--- config.mk ---
export PLATFORM = sky130hd
export DESIGN_NAME = stmr_regs
export DESIGN_NICKNAME = d
export VERILOG_FILES = /design/src/design/stmr_pkg.sv /design/src/design/stmr_mon_if.sv /design/src/design/stmr_slot_engine.sv /design/src/design/stmr_regs.sv
export SDC_FILE = /design/constraint.sdc
export NUM_CORES = 1
export LEC_CHECK = 0
export BUFFER_PORTS_ARGS = -buffer_cell sky130_fd_sc_hd__buf_2
export CAP_MARGIN = 15
export CORE_ASPECT_RATIO = 1.1
export CORE_MARGIN = 3
export CORE_UTILIZATION = 40
export CTS_BUF_LIST = sky130_fd_sc_hd__clkbuf_8
export DETAILED_ROUTE_END_ITERATION = 8
export GPL_TIMING_DRIVEN = 0
export PLACE_DENSITY_LB_ADDON = 0.05
export SLEW_MARGIN = 20
export SYNTH_ARGS = -nofsm -noshare
export SYNTH_HDL_FRONTEND = slang
export SYNTH_SLANG_ARGS = --single-unit
--- constraint.sdc ---
create_clock -name clk_sys -period 2.6 [get_ports clk_sys]
set_input_delay 0.52 -clock clk_sys [delete_from_list [all_inputs] [get_ports clk_sys]]
set_output_delay 0.52 -clock clk_sys [all_outputs]
set_load 0.01 [all_outputs]
--- src/design/stmr_pkg.sv ---
package stmr_pkg;
	// ----------------------------------------
	// Message format
	// ----------------------------------------
	localparam logic [3:0] MSG_REG_ACCESS = 4'h8;
	localparam logic [3:0] MSG_READ_UPPER = 4'h0;
	localparam logic [3:0] MSG_READ_SUB = 4'h0;

	// ----------------------------------------
	// Register addresses
	// ----------------------------------------
	localparam logic [3:0] ADDR_VERSION_ID = 4'h0;
	localparam logic [3:0] ADDR_OPERATING_CONFIG = 4'h1;
	localparam logic [3:0] ADDR_LOOPBACK_CONTROL = 4'h2;
	localparam logic [3:0] ADDR_CHANNEL_SWITCHING = 4'h3;

	// ----------------------------------------
	// Reset values
	// ----------------------------------------
	localparam logic [7:0] RST_OPERATING_CONFIG = 8'h00;
	localparam logic [7:0] RST_LOOPBACK_CONTROL = 8'h00;
	localparam logic [7:0] RST_CHANNEL_SWITCHING = 8'h00;

	// ----------------------------------------
	// Field positions
	// ----------------------------------------
	localparam int CFG_EXCHANGE_MODE = 7;
	localparam int CFG_MULTI_MEANING = 6;
	localparam int CFG_SQ_HANDLING = 5;
	localparam int CFG_CV_REPORT = 4;
	localparam int CFG_LOOP_TRANSP = 3;
	localparam int CFG_SM_SWAP = 2;
	localparam int CFG_AUX_PORT = 1;
	localparam int CFG_MF_DISABLE = 0;
	localparam int LBK_ASYNC_WAKE = 7;
	localparam int LBK_LINE_B1 = 6;
	localparam int LBK_LINE_B2 = 5;
	localparam int LBK_FULL_ANALOG = 4;
	localparam int LBK_HOST_B1 = 3;
	localparam int LBK_HOST_B2 = 2;
	localparam int LBK_B_SWAP = 1;
	localparam int CHS_B1_RELOC = 7;
	localparam int CHS_B2_RELOC = 6;
	localparam int CHS_D_RELOC = 5;
	localparam int CHS_B1_DIR = 4;
	localparam int CHS_B2_DIR = 3;
	localparam int CHS_CMD_HANDLING = 2;
	localparam int CHS_D_PROTO_LSB = 0;

	// ----------------------------------------
	// Monitor slot timing, in data bits from frame start
	// ----------------------------------------
	localparam logic [7:0] MON_SLOT_BIT = 8'h10;
	localparam logic [7:0] MON_VALID_BIT = 8'h18;

	typedef enum logic [1:0] {
		MODE_TE = 2'b00,
		MODE_NT = 2'b01,
		MODE_LTT = 2'b10,
		MODE_LTS = 2'b11
	} stmr_mode_t;

	typedef enum logic [1:0] {
		AUX_IO_SPECIFIC = 2'b00,
		AUX_IO_STANDARD = 2'b01,
		AUX_MICRO = 2'b10
	} stmr_aux_t;
endpackage : stmr_pkg

--- src/design/stmr_mon_if.sv ---
`timescale 1ns/1ps
interface stmr_mon_if;
	logic [7:0] rx_byte;
	logic rx_valid;
	logic [7:0] tx_byte;
	logic tx_req;
	logic tx_ack;
	modport engine (output rx_byte, output rx_valid, output tx_ack, input tx_byte, input tx_req);
	modport msg (input rx_byte, input rx_valid, input tx_ack, output tx_byte, output tx_req);
endinterface : stmr_mon_if

--- src/design/stmr_slot_engine.sv ---
`timescale 1ns/1ps
module stmr_slot_engine (
	input wire logic clk_sys,
	input wire logic rstn,
	input wire logic dcl_s,
	input wire logic fsc_s,
	input wire logic din_s,
	output logic dout,
	output logic dout_oe,
	stmr_mon_if.engine mon
);
	import stmr_pkg::*;

	typedef struct packed {
		logic dcl_d;
		logic fsc_d;
		logic half;
		logic [7:0] bit_cnt;
		logic [7:0] rx_sh;
		logic [7:0] rx_byte;
		logic rx_valid;
		logic [7:0] tx_sh;
		logic busy;
		logic tx_ack;
		logic dout;
		logic dout_oe;
	} stmr_eng_t;

	stmr_eng_t r_reg;
	stmr_eng_t r_next;

	always_comb begin
		r_next = r_reg;
		r_next.dcl_d = dcl_s;
		r_next.fsc_d = fsc_s;
		r_next.rx_valid = 1'b0;
		r_next.tx_ack = 1'b0;
		if (fsc_s && !r_reg.fsc_d) begin
			r_next.bit_cnt = 8'h00;
			r_next.half = 1'b0;
			// A new byte only starts on a frame boundary so it never splits
			if (mon.tx_req && !r_reg.busy && !r_reg.tx_ack) begin
				r_next.tx_sh = mon.tx_byte;
				r_next.busy = 1'b1;
			end
		end else if (dcl_s && !r_reg.dcl_d) begin
			r_next.half = ~r_reg.half;
			if (!r_reg.half) begin
				if (r_reg.bit_cnt >= MON_SLOT_BIT && r_reg.bit_cnt < MON_VALID_BIT) begin
					r_next.rx_sh = {r_reg.rx_sh[6:0], din_s};
				end
				// Valid marker is active low
				if (r_reg.bit_cnt == MON_VALID_BIT && !din_s) begin
					r_next.rx_byte = r_reg.rx_sh;
					r_next.rx_valid = 1'b1;
				end
			end else begin
				if (r_reg.bit_cnt != 8'hFF) begin
					r_next.bit_cnt = r_reg.bit_cnt + 8'h01;
				end
				if (r_reg.bit_cnt >= MON_SLOT_BIT && r_reg.bit_cnt < MON_VALID_BIT) begin
					r_next.tx_sh = {r_reg.tx_sh[6:0], 1'b0};
				end
				if (r_reg.bit_cnt == MON_VALID_BIT && r_reg.busy) begin
					r_next.busy = 1'b0;
					r_next.tx_ack = 1'b1;
				end
			end
		end
		r_next.dout_oe = r_next.busy && r_next.bit_cnt >= MON_SLOT_BIT
			&& r_next.bit_cnt <= MON_VALID_BIT;
		r_next.dout = (r_next.bit_cnt == MON_VALID_BIT) ? 1'b0 : r_next.tx_sh[7];
	end

	always_ff @(posedge clk_sys) begin
		if (!rstn) begin
			r_reg <= '0;
		end else begin
			r_reg <= r_next;
		end
	end

	assign dout = r_reg.dout;
	assign dout_oe = r_reg.dout_oe;
	assign mon.rx_byte = r_reg.rx_byte;
	assign mon.rx_valid = r_reg.rx_valid;
	assign mon.tx_ack = r_reg.tx_ack;
endmodule : stmr_slot_engine

--- src/design/stmr_regs.sv ---
// Operation
// Registers reached only by monitor messages
// Read request: 80h, then 0h and address
// Read answer: 8h plus address, then data
// Fixed read-only version code register
// Exchange bit picks trunk, honoured if strap high
// Line/network modes: multi-meaning bit sets timing recovery
// Trunk mode: multi-meaning bit picks wander limit
// Terminal mode: multi-meaning bit picks converter clock
// Non-auto S/Q: report on change, no S2
// Transparent S/Q: report every multiframe, needs multiframing
// Code violation indication when reporting enabled
// Loop transparency, default depends on mode
// State machine swap between line and network termination
// Aux port mode bit, variant from outside
// Multiframe disable writes; read shows sync state
// Async wake-up timing only with network machine
// Line-side B loops in line/network modes
// Full analog loop, also by command
// Host-side B loops, both allowed together
// B swap when both host loops set
// Relocate B1, B2, D into channel 0
// Per-channel data pin direction swap
// Commands from register only when handling set
// D-channel access protocol select
`timescale 1ns/1ps
module stmr_regs #(
	parameter logic [7:0] VERSION_CODE = 8'h5A
) (
	input wire logic clk_sys,
	input wire logic rstn,
	input wire logic dcl,
	input wire logic fsc,
	input wire logic host_data_in_pin,
	output logic host_data_out_pin,
	output logic host_data_out_oe,
	input wire stmr_pkg::stmr_mode_t strap_mode,
	input wire logic mode_strap_pin,
	input wire logic mf_sync_established,
	input wire logic analog_loop_command,
	input wire logic aux_io_variant,
	input wire logic code_violation_detected,
	input wire logic wander_exceeded,
	input wire logic [3:0] sq_rx_data,
	input wire logic multiframe_tick,
	output stmr_pkg::stmr_mode_t active_mode,
	output logic nt_state_machine,
	output logic adaptive_timing,
	output logic wander_limit_50us,
	output logic conv_clk_16k,
	output logic sq_report,
	output logic [3:0] sq_report_data,
	output logic sq_s2_available,
	output logic code_violation_indication,
	output logic wander_warning_indication,
	output logic loop_transparency,
	output logic line_side_b1_loop,
	output logic line_side_b2_loop,
	output logic full_analog_loop,
	output logic host_side_b1_loop,
	output logic host_side_b2_loop,
	output logic b_channel_swap,
	output logic b1_relocate,
	output logic b2_relocate,
	output logic d_relocate,
	output logic b1_direction_swap,
	output logic b2_direction_swap,
	output logic command_channel_handling,
	output logic [1:0] d_access_protocol,
	output stmr_pkg::stmr_aux_t aux_port_mode,
	output logic async_wakeup_timing,
	output logic multiframe_enable
);
	import stmr_pkg::*;

	// ----------------------------------------
	// State
	// ----------------------------------------
	typedef enum logic [2:0] {
		ST_IDLE = 3'b000,
		ST_WDATA = 3'b001,
		ST_RADDR = 3'b010,
		ST_RESP_HDR = 3'b011,
		ST_RESP_DATA = 3'b100
	} stmr_state_t;

	typedef struct packed {
		logic [5:0] sync1;
		logic [5:0] sync2;
		logic [1:0] strap_cnt;
		stmr_state_t state;
		logic [3:0] addr;
		logic [7:0] tx_byte;
		logic tx_req;
		logic [7:0] operating_config;
		logic [7:0] loopback_control;
		logic [7:0] channel_switching;
		logic [3:0] sq_last;
		logic sq_report;
		logic [3:0] sq_report_data;
		logic cv_ind;
		logic wander_ind;
		stmr_mode_t mode;
		logic nt_sm;
		logic adaptive;
		logic wander50;
		logic clk16;
		logic sq_s2;
		logic lp;
		logic lb1;
		logic lb2;
		logic full;
		logic hb1;
		logic hb2;
		logic bswap;
		logic [7:0] chs_out;
		stmr_aux_t aux;
		logic async_wake;
		logic mf_en;
	} stmr_state_reg_t;

	stmr_state_reg_t r_reg;
	stmr_state_reg_t r_next;

	stmr_mon_if mon ();

	logic dcl_s;
	logic fsc_s;
	logic din_s;
	logic mode_pin_s;
	stmr_mode_t strap_s;
	logic [7:0] read_data;
	logic line_nt_mode;
	stmr_mode_t eff_mode;

	assign dcl_s = r_reg.sync2[5];
	assign fsc_s = r_reg.sync2[4];
	assign din_s = r_reg.sync2[3];
	assign mode_pin_s = r_reg.sync2[2];
	assign strap_s = stmr_mode_t'(r_reg.sync2[1:0]);

	// ----------------------------------------
	// Monitor slot transport
	// ----------------------------------------
	stmr_slot_engine u_engine (
		.clk_sys(clk_sys),
		.rstn(rstn),
		.dcl_s(dcl_s),
		.fsc_s(fsc_s),
		.din_s(din_s),
		.dout(host_data_out_pin),
		.dout_oe(host_data_out_oe),
		.mon(mon.engine)
	);

	assign mon.tx_byte = r_reg.tx_byte;
	assign mon.tx_req = r_reg.tx_req;

	// ----------------------------------------
	// Read multiplexer
	// ----------------------------------------
	always_comb begin
		read_data = 8'h00;
		case (r_reg.addr)
			ADDR_VERSION_ID: begin
				read_data = VERSION_CODE;
			end
			ADDR_OPERATING_CONFIG: begin
				read_data = r_reg.operating_config;
				read_data[CFG_MF_DISABLE] = mf_sync_established;
			end
			ADDR_LOOPBACK_CONTROL: begin
				read_data = r_reg.loopback_control;
			end
			ADDR_CHANNEL_SWITCHING: begin
				read_data = r_reg.channel_switching;
			end
			default: begin
				read_data = 8'h00;
			end
		endcase
	end

	// ----------------------------------------
	// Mode decode
	// ----------------------------------------
	always_comb begin
		eff_mode = strap_s;
		// The exchange bit only toggles between the two line-termination flavours
		if (mode_pin_s && (strap_s == MODE_LTS || strap_s == MODE_LTT)) begin
			eff_mode = r_reg.operating_config[CFG_EXCHANGE_MODE] ? MODE_LTT : MODE_LTS;
		end
		line_nt_mode = (eff_mode == MODE_LTS) || (eff_mode == MODE_NT);
	end

	always_comb begin
		r_next = r_reg;
		r_next.sync1 = {dcl, fsc, host_data_in_pin, mode_strap_pin, strap_mode};
		r_next.sync2 = r_reg.sync1;
		r_next.sq_report = 1'b0;
		r_next.cv_ind = 1'b0;
		r_next.wander_ind = 1'b0;

		// Straps settle through the synchroniser before the default is taken
		if (r_reg.strap_cnt != 2'd3) begin
			r_next.strap_cnt = r_reg.strap_cnt + 2'd1;
		end
		if (r_reg.strap_cnt == 2'd2) begin
			r_next.operating_config[CFG_LOOP_TRANSP] = line_nt_mode;
		end

		// ----------------------------------------
		// Message handling
		// ----------------------------------------
		case (r_reg.state)
			ST_IDLE: begin
				if (mon.rx_valid && mon.rx_byte[7:4] == MSG_REG_ACCESS) begin
					r_next.addr = mon.rx_byte[3:0];
					if (mon.rx_byte[3:0] == MSG_READ_SUB) begin
						r_next.state = ST_RADDR;
					end else begin
						r_next.state = ST_WDATA;
					end
				end
			end
			ST_WDATA: begin
				if (mon.rx_valid) begin
					r_next.state = ST_IDLE;
					case (r_reg.addr)
						ADDR_OPERATING_CONFIG: begin
							r_next.operating_config = mon.rx_byte;
						end
						ADDR_LOOPBACK_CONTROL: begin
							r_next.loopback_control = mon.rx_byte;
						end
						ADDR_CHANNEL_SWITCHING: begin
							r_next.channel_switching = mon.rx_byte;
						end
						default: begin
							r_next.state = ST_IDLE;
						end
					endcase
				end
			end
			ST_RADDR: begin
				if (mon.rx_valid) begin
					if (mon.rx_byte[7:4] == MSG_READ_UPPER) begin
						r_next.addr = mon.rx_byte[3:0];
						r_next.tx_byte = {MSG_REG_ACCESS, mon.rx_byte[3:0]};
						r_next.tx_req = 1'b1;
						r_next.state = ST_RESP_HDR;
					end else begin
						r_next.state = ST_IDLE;
					end
				end
			end
			ST_RESP_HDR: begin
				if (mon.tx_ack) begin
					r_next.tx_byte = read_data;
					r_next.state = ST_RESP_DATA;
				end
			end
			ST_RESP_DATA: begin
				if (mon.tx_ack) begin
					r_next.tx_req = 1'b0;
					r_next.state = ST_IDLE;
				end
			end
			default: begin
				r_next.tx_req = 1'b0;
				r_next.state = ST_IDLE;
			end
		endcase

		// ----------------------------------------
		// Decoded controls
		// ----------------------------------------
		r_next.mode = eff_mode;
		r_next.nt_sm = (strap_s == MODE_NT) ^ r_reg.operating_config[CFG_SM_SWAP];
		if (strap_s != MODE_NT && strap_s != MODE_LTS) begin
			r_next.nt_sm = 1'b0;
		end
		r_next.adaptive = line_nt_mode && r_reg.operating_config[CFG_MULTI_MEANING];
		r_next.wander50 = (eff_mode == MODE_LTT)
			&& r_reg.operating_config[CFG_MULTI_MEANING];
		r_next.clk16 = (eff_mode == MODE_TE)
			&& r_reg.operating_config[CFG_MULTI_MEANING];
		r_next.mf_en = !r_reg.operating_config[CFG_MF_DISABLE];
		r_next.sq_s2 = r_reg.operating_config[CFG_SQ_HANDLING] && r_next.mf_en;
		r_next.lp = r_reg.operating_config[CFG_LOOP_TRANSP];
		r_next.lb1 = line_nt_mode && r_reg.loopback_control[LBK_LINE_B1];
		r_next.lb2 = line_nt_mode && r_reg.loopback_control[LBK_LINE_B2];
		// Registered mode makes the loop follow active_mode one cycle late across a mode change
		r_next.full = (r_reg.mode == MODE_LTS || r_reg.mode == MODE_NT)
			&& (r_reg.loopback_control[LBK_FULL_ANALOG] || analog_loop_command);
		r_next.hb1 = r_reg.loopback_control[LBK_HOST_B1];
		r_next.hb2 = r_reg.loopback_control[LBK_HOST_B2];
		r_next.bswap = r_reg.loopback_control[LBK_B_SWAP]
			&& r_next.hb1 && r_next.hb2;
		r_next.async_wake = r_reg.loopback_control[LBK_ASYNC_WAKE] && r_reg.nt_sm;
		r_next.chs_out = r_reg.channel_switching;
		if (r_reg.operating_config[CFG_AUX_PORT]) begin
			r_next.aux = AUX_MICRO;
		end else begin
			r_next.aux = aux_io_variant ? AUX_IO_STANDARD : AUX_IO_SPECIFIC;
		end

		// ----------------------------------------
		// Indications
		// ----------------------------------------
		r_next.cv_ind = code_violation_detected
			&& r_reg.operating_config[CFG_CV_REPORT];
		r_next.wander_ind = wander_exceeded && (r_reg.mode == MODE_LTT);

		// S/Q reports only exist while multiframing runs
		if (multiframe_tick && r_reg.mf_en) begin
			if (r_reg.operating_config[CFG_SQ_HANDLING]) begin
				r_next.sq_report = 1'b1;
			end else begin
				r_next.sq_report = (sq_rx_data != r_reg.sq_last);
			end
			r_next.sq_last = sq_rx_data;
			r_next.sq_report_data = sq_rx_data;
		end
	end

	always_ff @(posedge clk_sys) begin
		if (!rstn) begin
			r_reg <= '0;
			r_reg.operating_config <= RST_OPERATING_CONFIG;
			r_reg.loopback_control <= RST_LOOPBACK_CONTROL;
			r_reg.channel_switching <= RST_CHANNEL_SWITCHING;
		end else begin
			r_reg <= r_next;
		end
	end

	// ----------------------------------------
	// Outputs
	// ----------------------------------------
	assign active_mode = r_reg.mode;
	assign nt_state_machine = r_reg.nt_sm;
	assign adaptive_timing = r_reg.adaptive;
	assign wander_limit_50us = r_reg.wander50;
	assign conv_clk_16k = r_reg.clk16;
	assign sq_report = r_reg.sq_report;
	assign sq_report_data = r_reg.sq_report_data;
	assign sq_s2_available = r_reg.sq_s2;
	assign code_violation_indication = r_reg.cv_ind;
	assign wander_warning_indication = r_reg.wander_ind;
	assign loop_transparency = r_reg.lp;
	assign line_side_b1_loop = r_reg.lb1;
	assign line_side_b2_loop = r_reg.lb2;
	assign full_analog_loop = r_reg.full;
	assign host_side_b1_loop = r_reg.hb1;
	assign host_side_b2_loop = r_reg.hb2;
	assign b_channel_swap = r_reg.bswap;
	assign b1_relocate = r_reg.chs_out[CHS_B1_RELOC];
	assign b2_relocate = r_reg.chs_out[CHS_B2_RELOC];
	assign d_relocate = r_reg.chs_out[CHS_D_RELOC];
	assign b1_direction_swap = r_reg.chs_out[CHS_B1_DIR];
	assign b2_direction_swap = r_reg.chs_out[CHS_B2_DIR];
	assign command_channel_handling = r_reg.chs_out[CHS_CMD_HANDLING];
	assign d_access_protocol = r_reg.chs_out[CHS_D_PROTO_LSB +: 2];
	assign aux_port_mode = r_reg.aux;
	assign async_wakeup_timing = r_reg.async_wake;
	assign multiframe_enable = r_reg.mf_en;
endmodule : stmr_regs

==> Yosys cells after proc, flatten, opt, wreduce, memory -nomap -nowiden <==
Cells that the tools add are included.
{ "totals": {"n_memories": 0, "mem_bits_rw": 0, "rom_bits": 0, "in_bits": 18, "out_inout_bits": 35, "latchBits": 0, "elab_cells": 191, "register_bits": 127} }
{ "classes": {"n_addsub": 2, "div_mod_pow": 0, "bitwise": 6, "n_lt_le_gt_ge": 4, "n_eq_ne": 32, "multipliers": 0, "muxes": 38, "reduce_logical": 63, "shifts": 0} }
{ "op_table": {"columns": ["cell", "count"], "rows": [
  ["$mux 8", 8],
  ["$mux 20", 2],
  ["$mux 35", 1],
  ["$pmux 8 s4", 1],
  ["$mux 9", 3],
  ["$logic_and 1x1->1", 25],
  ["$reduce_and 4->1", 6],
  ["$mux 17", 1],
  ["$eq 8x5->1 const B", 2],
  ["$ge 8x5->1 const B", 2],
  ["$mux 16", 1],
  ["$pmux 8 s2", 1],
  ["$pmux 3 s5", 1],
  ["$eq 2x2->1 const B", 7],
  ["$mux 13", 1],
  ["$logic_not 4->1", 3],
  ["$mux 10", 1],
  ["$mux 2", 5],
  ["$ne 2x1->1 const B", 5],
  ["$ne 2x2->1 const B", 5],
  ["$reduce_bool 2->1", 5],
  ["$mux 3", 3],
  ["$reduce_and 3->1", 3],
  ["$add 8x1->8 const B", 1],
  ["other kinds (28)", 52]
]} }

==> Logic depth before layout (Yosys ltp) <==
{ "logic_depth": {"ltp_word": 10, "ltp_mapped": 7, "depth_no_buf": 7} }

==> Modules after synthesis <==
From an unflattened synthesis, not the netlist that was laid out.
{ "hier_totals": {"hier_cells": 510, "hier_area_um2": 5201.2} }
{ "modules_own_cells": {"columns": ["module", "cells_per_inst", "seq_area_each_um2", "n_inst", "area_each_um2"], "rows": [
  ["stmr_regs", 323, 1741.7, 1, 3407.0],
  ["stmr_slot_engine", 187, 800.8, 1, 1794.2]
]} }

==> Worst setup path after synthesis <==
No wires, ideal clock.
{ "synth_path": {"path_type": "register to register", "start": "register u_engine.r_reg[33] in the netlist's numbering", "end": "register u_engine.r_reg (netlist bit u_engine.mon.rx_byte[0])", "required_ps": 2486, "path_buffers": 0, "slack_ps": 556, "setup_time_ps": 114, "synth_period_minus_slack_ps": 2044, "t_arrival_ps": 1929, "stages_incl_launch_ff": 6, "cell_sequence": "dfxtp_1 or4b_4 or3_4 nor3_4 mux2i_1 nor2_1"} }
{ "synth_between": {"elab_chain_cells": 3} }
{ "synth_lines": {"columns": ["element", "line_no", "source"], "rows": [
  ["start, declared", "stmr_slot_engine.sv:29", "stmr_eng_t r_reg;"],
  ["start signal, assigned", "stmr_slot_engine.sv:79", "r_reg <= r_next;"],
  ["$eq 8x5->1", "stmr_slot_engine.sv:53", "if (r_reg.bit_cnt == MON_VALID_BIT && !din_s) begin"],
  ["$logic_and 1x1->1", "stmr_slot_engine.sv:53", null],
  ["$reduce_and 4->1 (no source line)", null, null]
]} }
No other way between the ends.
A chain may end at the register's enable or synchronous reset.

==> Final worst setup path <==
{ "layout_path": {"start": "register r_reg (netlist bit dcl_s)", "end": "register u_engine.r_reg (netlist bit u_engine.dout)"} }
{ "layout_between": {"elab_chain_cells": 5, "elab_cells_between_ends": 6, "cone_classes": "1 x eq/ne; 3 x mux; 2 x reduce/logical"} }
{ "layout_lines": {"columns": ["element", "line_no", "source"], "rows": [
  ["start, declared", "stmr_regs.sv:122", "stmr_state_reg_t r_reg;"],
  ["start signal, assigned", "stmr_regs.sv:334", "r_reg <= r_next;"],
  ["$logic_and 1x1->1 *", "stmr_slot_engine.sv:46", "end else if (dcl_s && !r_reg.dcl_d) begin"],
  ["$mux 35 *", "stmr_slot_engine.sv:46", null],
  ["$mux 8", "stmr_slot_engine.sv:38", "if (fsc_s && !r_reg.fsc_d) begin"],
  ["$eq 8x5->1", "stmr_slot_engine.sv:72", "r_next.dout = (r_next.bit_cnt == MON_VALID_BIT) ? 1'b0 : r_next.tx_sh[7];"],
  ["$reduce_or 2->1 (no source line)", null, null]
]} }
Every way passes the cells marked *; elsewhere a longest branch is shown, timed or not. The select of a mux whose other input is x is not followed.

==> metrics.txt <==
Clock Tree Root=clkbuf_8; Detailed Routing Iterations Pass 1=5; Max FO, Critical Path=5; first-pass GRT wire length=18.95 mm; IO buf count=52; cell taking the most area after synthesis=dfxtp_1; die area=0.01388 sq mm; Worst Hold Class=in2reg; Total Routing Usage GR=17.69%; post-synthesis adder-cell area fraction=1.001%; IO Pins=53; Critical R2R Capture=u_engine.dout; Cell Rows=42; # nets final=602; max_slew headroom=45.53%; XOR/XNOR Fraction of Synth Area=1.927%; fin crit period=2.391 ns; Reg clk slew, reported paths=0.07 ns; hold path start=fsc; endpoint class of the critical path=register; EDFF count, synth=0; Resize count post-CTS=0; P per Cell Area=620.7 mW/mm^2; worst slew pin tran=0.8127 ns; CTS Buffer Depth=2; # Post-CTS Setup Buffers=0; Final Hold Fails=0; antenna cells=0; clock sink count=127; Mapped Area=0.005000 sq mm; Synth Register Bits=127; DP Wirelength=8.129 mm; DR vias=3778; FMAX=418.2 MHz; Die Ht=123.3 um; Max IR drop VDD=307.2 uV; RSZ-0062 raised after global routing=false; register area share after synthesis=50.85%; Post-synth top cells=dfxtp_1, nor2_1, mux2i_1; wire length per cell=15.22 um; vias in the first global route=3764; Syn Area/Cell=9.823 sq um; WP data arrival=2.71 ns; fraction of layout cells with a size suffix above 1=18.72%; setup slack, reg-to-reg=0.21 ns; final setup fails=0; YS warnings=0; outcome=completed; hold path cells=2; Syn Inst Count=509; Core Util, Final=47.84%; CTS H-tree lvls=4; Fin Setup TNS=0 ns; # hold bufs at CTS=0; largest family of logic cells by synthesized area=simple AND/OR/NAND/NOR gates; Syn Nets=531; Data required, critical path=2.92 ns; routability-driven placement congestion ratio=0.7986; largest net degree at the start of global routing=17; top-area cell type share of the netlist area=50.85%; worst skew pair latency=0.44 ns; area share of and/or/nand/nor cells after synthesis=21.02%; skew final=0.009333 ns; Vias/cell=5.058; worst r2r src=dcl_s; synth unique cells=55; CP Launch Type=register; Synth area leaders=dfxtp_1, mux2i_1, nor2_1; Hold EP=r_next[83]; Max Cap Violations=0; dominant synthesized flop cell=dfxtp_1; multiplexer area fraction after synthesis=11.34%; Post-DRT Antenna Nets=0; Iter 0 DRT Violations=147; most common cell in the synthesized netlist=dfxtp_1; r2r worst-path depth=5; drc violations=0; static power due to leakage=2.504 nW; drt total wl=11.37 mm; Die Width=112.6 um; fin crit share=91.97%; Initial Utilization=41.19%; Slew Limit Fails=0; async set-or-reset flop fraction in the synthesized netlist=0%; Remaining Overflow, GRT=0; Critical Setup Path Class=reg2reg; Num CTS Buffers=17; antenna violations before repair=0; core footprint=0.01214 sq mm; synthesis-to-layout area growth=16.14%; CTS tree=built; max reg flops=28; Compound-Gate Fraction of Synth Area=9.084%
## through the flow
stage | instance area, sq um | cells | hold slack, ns | total power [mW] | setup WS [ns]
finish | 5807 | 747 | 0.2823 | 3.604 | 0.2087
global route | 5807 | 747 | 0.2571 | 3.774 | 0.03423
CTS | 5807 | 747 | 0.2520 | 3.663 | 0.2606
detailed placement | 5459 | 715 | 0.4164 | 2.177 | 0.2699
global placement | 5453 | 715 | 0.4156 | 2.174 | 0.06498
floorplan | 5000 | 509 | 0.3963 | 2.120 | 0.5564
## cells in the final DEF, fill, tap and decap left out, types with 3 or more instances in the layout
master / count
buf_2: 52
xor2_1: 4
a22oi_1: 14
nand2b_1: 7
a22o_1: 3
mux2i_1: 51
clkbuf_8: 24
nor2_1: 72
nor3_1: 16
nor4_1: 4
dfxtp_1: 127
nand2_1: 33
and2_1: 32
ha_1: 4
o21ai_0: 5
clkinv_2: 3
nor2b_1: 7
clkbuf_1: 13
a221oi_1: 4
inv_1: 15
a211oi_1: 3
nand3b_1: 4
and3_1: 6
mux2_2: 5
xnor2_1: 7
a21oi_1: 17
buf_4: 10
clkinvlp_4: 5
nand3_1: 10
## cells by family after synthesis
family	Yosys count
compound gates	63
xor+xnor	11
fa+ha+maj	4
buf+inv	41
flops	127
mux	56
simple gates	207
## how the worst max path moves through the flow
| stage | from | endpoint | cells after the start |
|---|---|---|---|
| finish | dcl_s | u_engine.dout | 5 |
| global route | dcl_s | u_engine.dout | 5 |
| CTS | dcl_s | u_engine.dout | 5 |
| detailed placement | dcl_s | u_engine.dout | 5 |
| global placement | u_engine.r_reg[33] | u_engine.r_reg[6] | 5 |
| floorplan | u_engine.r_reg[33] | u_engine.mon.rx_byte[0] | 5 |
## cell type report
type | count | area [sq um]
flip-flops and latches | 127 | 2542
clock inverters | 12 | 72.57
plain buffers | 29 | 193.9
multi-input cells | 341 | 2225
fillers | 1212 | 6332
well taps | 154 | 192.7
repair buffers | 52 | 260.3
inverters | 12 | 45.04
clock buffers | 20 | 275.3
## worst max-delay path: stages (launching register included)
cell	delay, ns
dfxtp_1	0.35
nor2b_1	0.38
nand2_1	0.21
o311ai_0	0.61
nand4bb_1	0.27
o41a_1	0.46
## layer usage
metal | vias up | part of all wire, % | global-route usage (%)
met5 | - | 0 | 0
met4 | 0 | 2.5 | 8.640
met3 | 26 | 4.8 | 4.650
met2 | 100 | 46 | 28.63
met1 | 1750 | 46 | 21.97
li1 | 1902 | - | -
## report_power, final
| group | internal [mW] | switching (mW) |
|---|---|---|
| clock network | 0.718 | 0.757 |
| logic | 0.0598 | 0.0809 |
| registers | 1.97 | 0.0175 |
| total | 2.75 | 0.855 |
(Power assumes the default switching activity.)
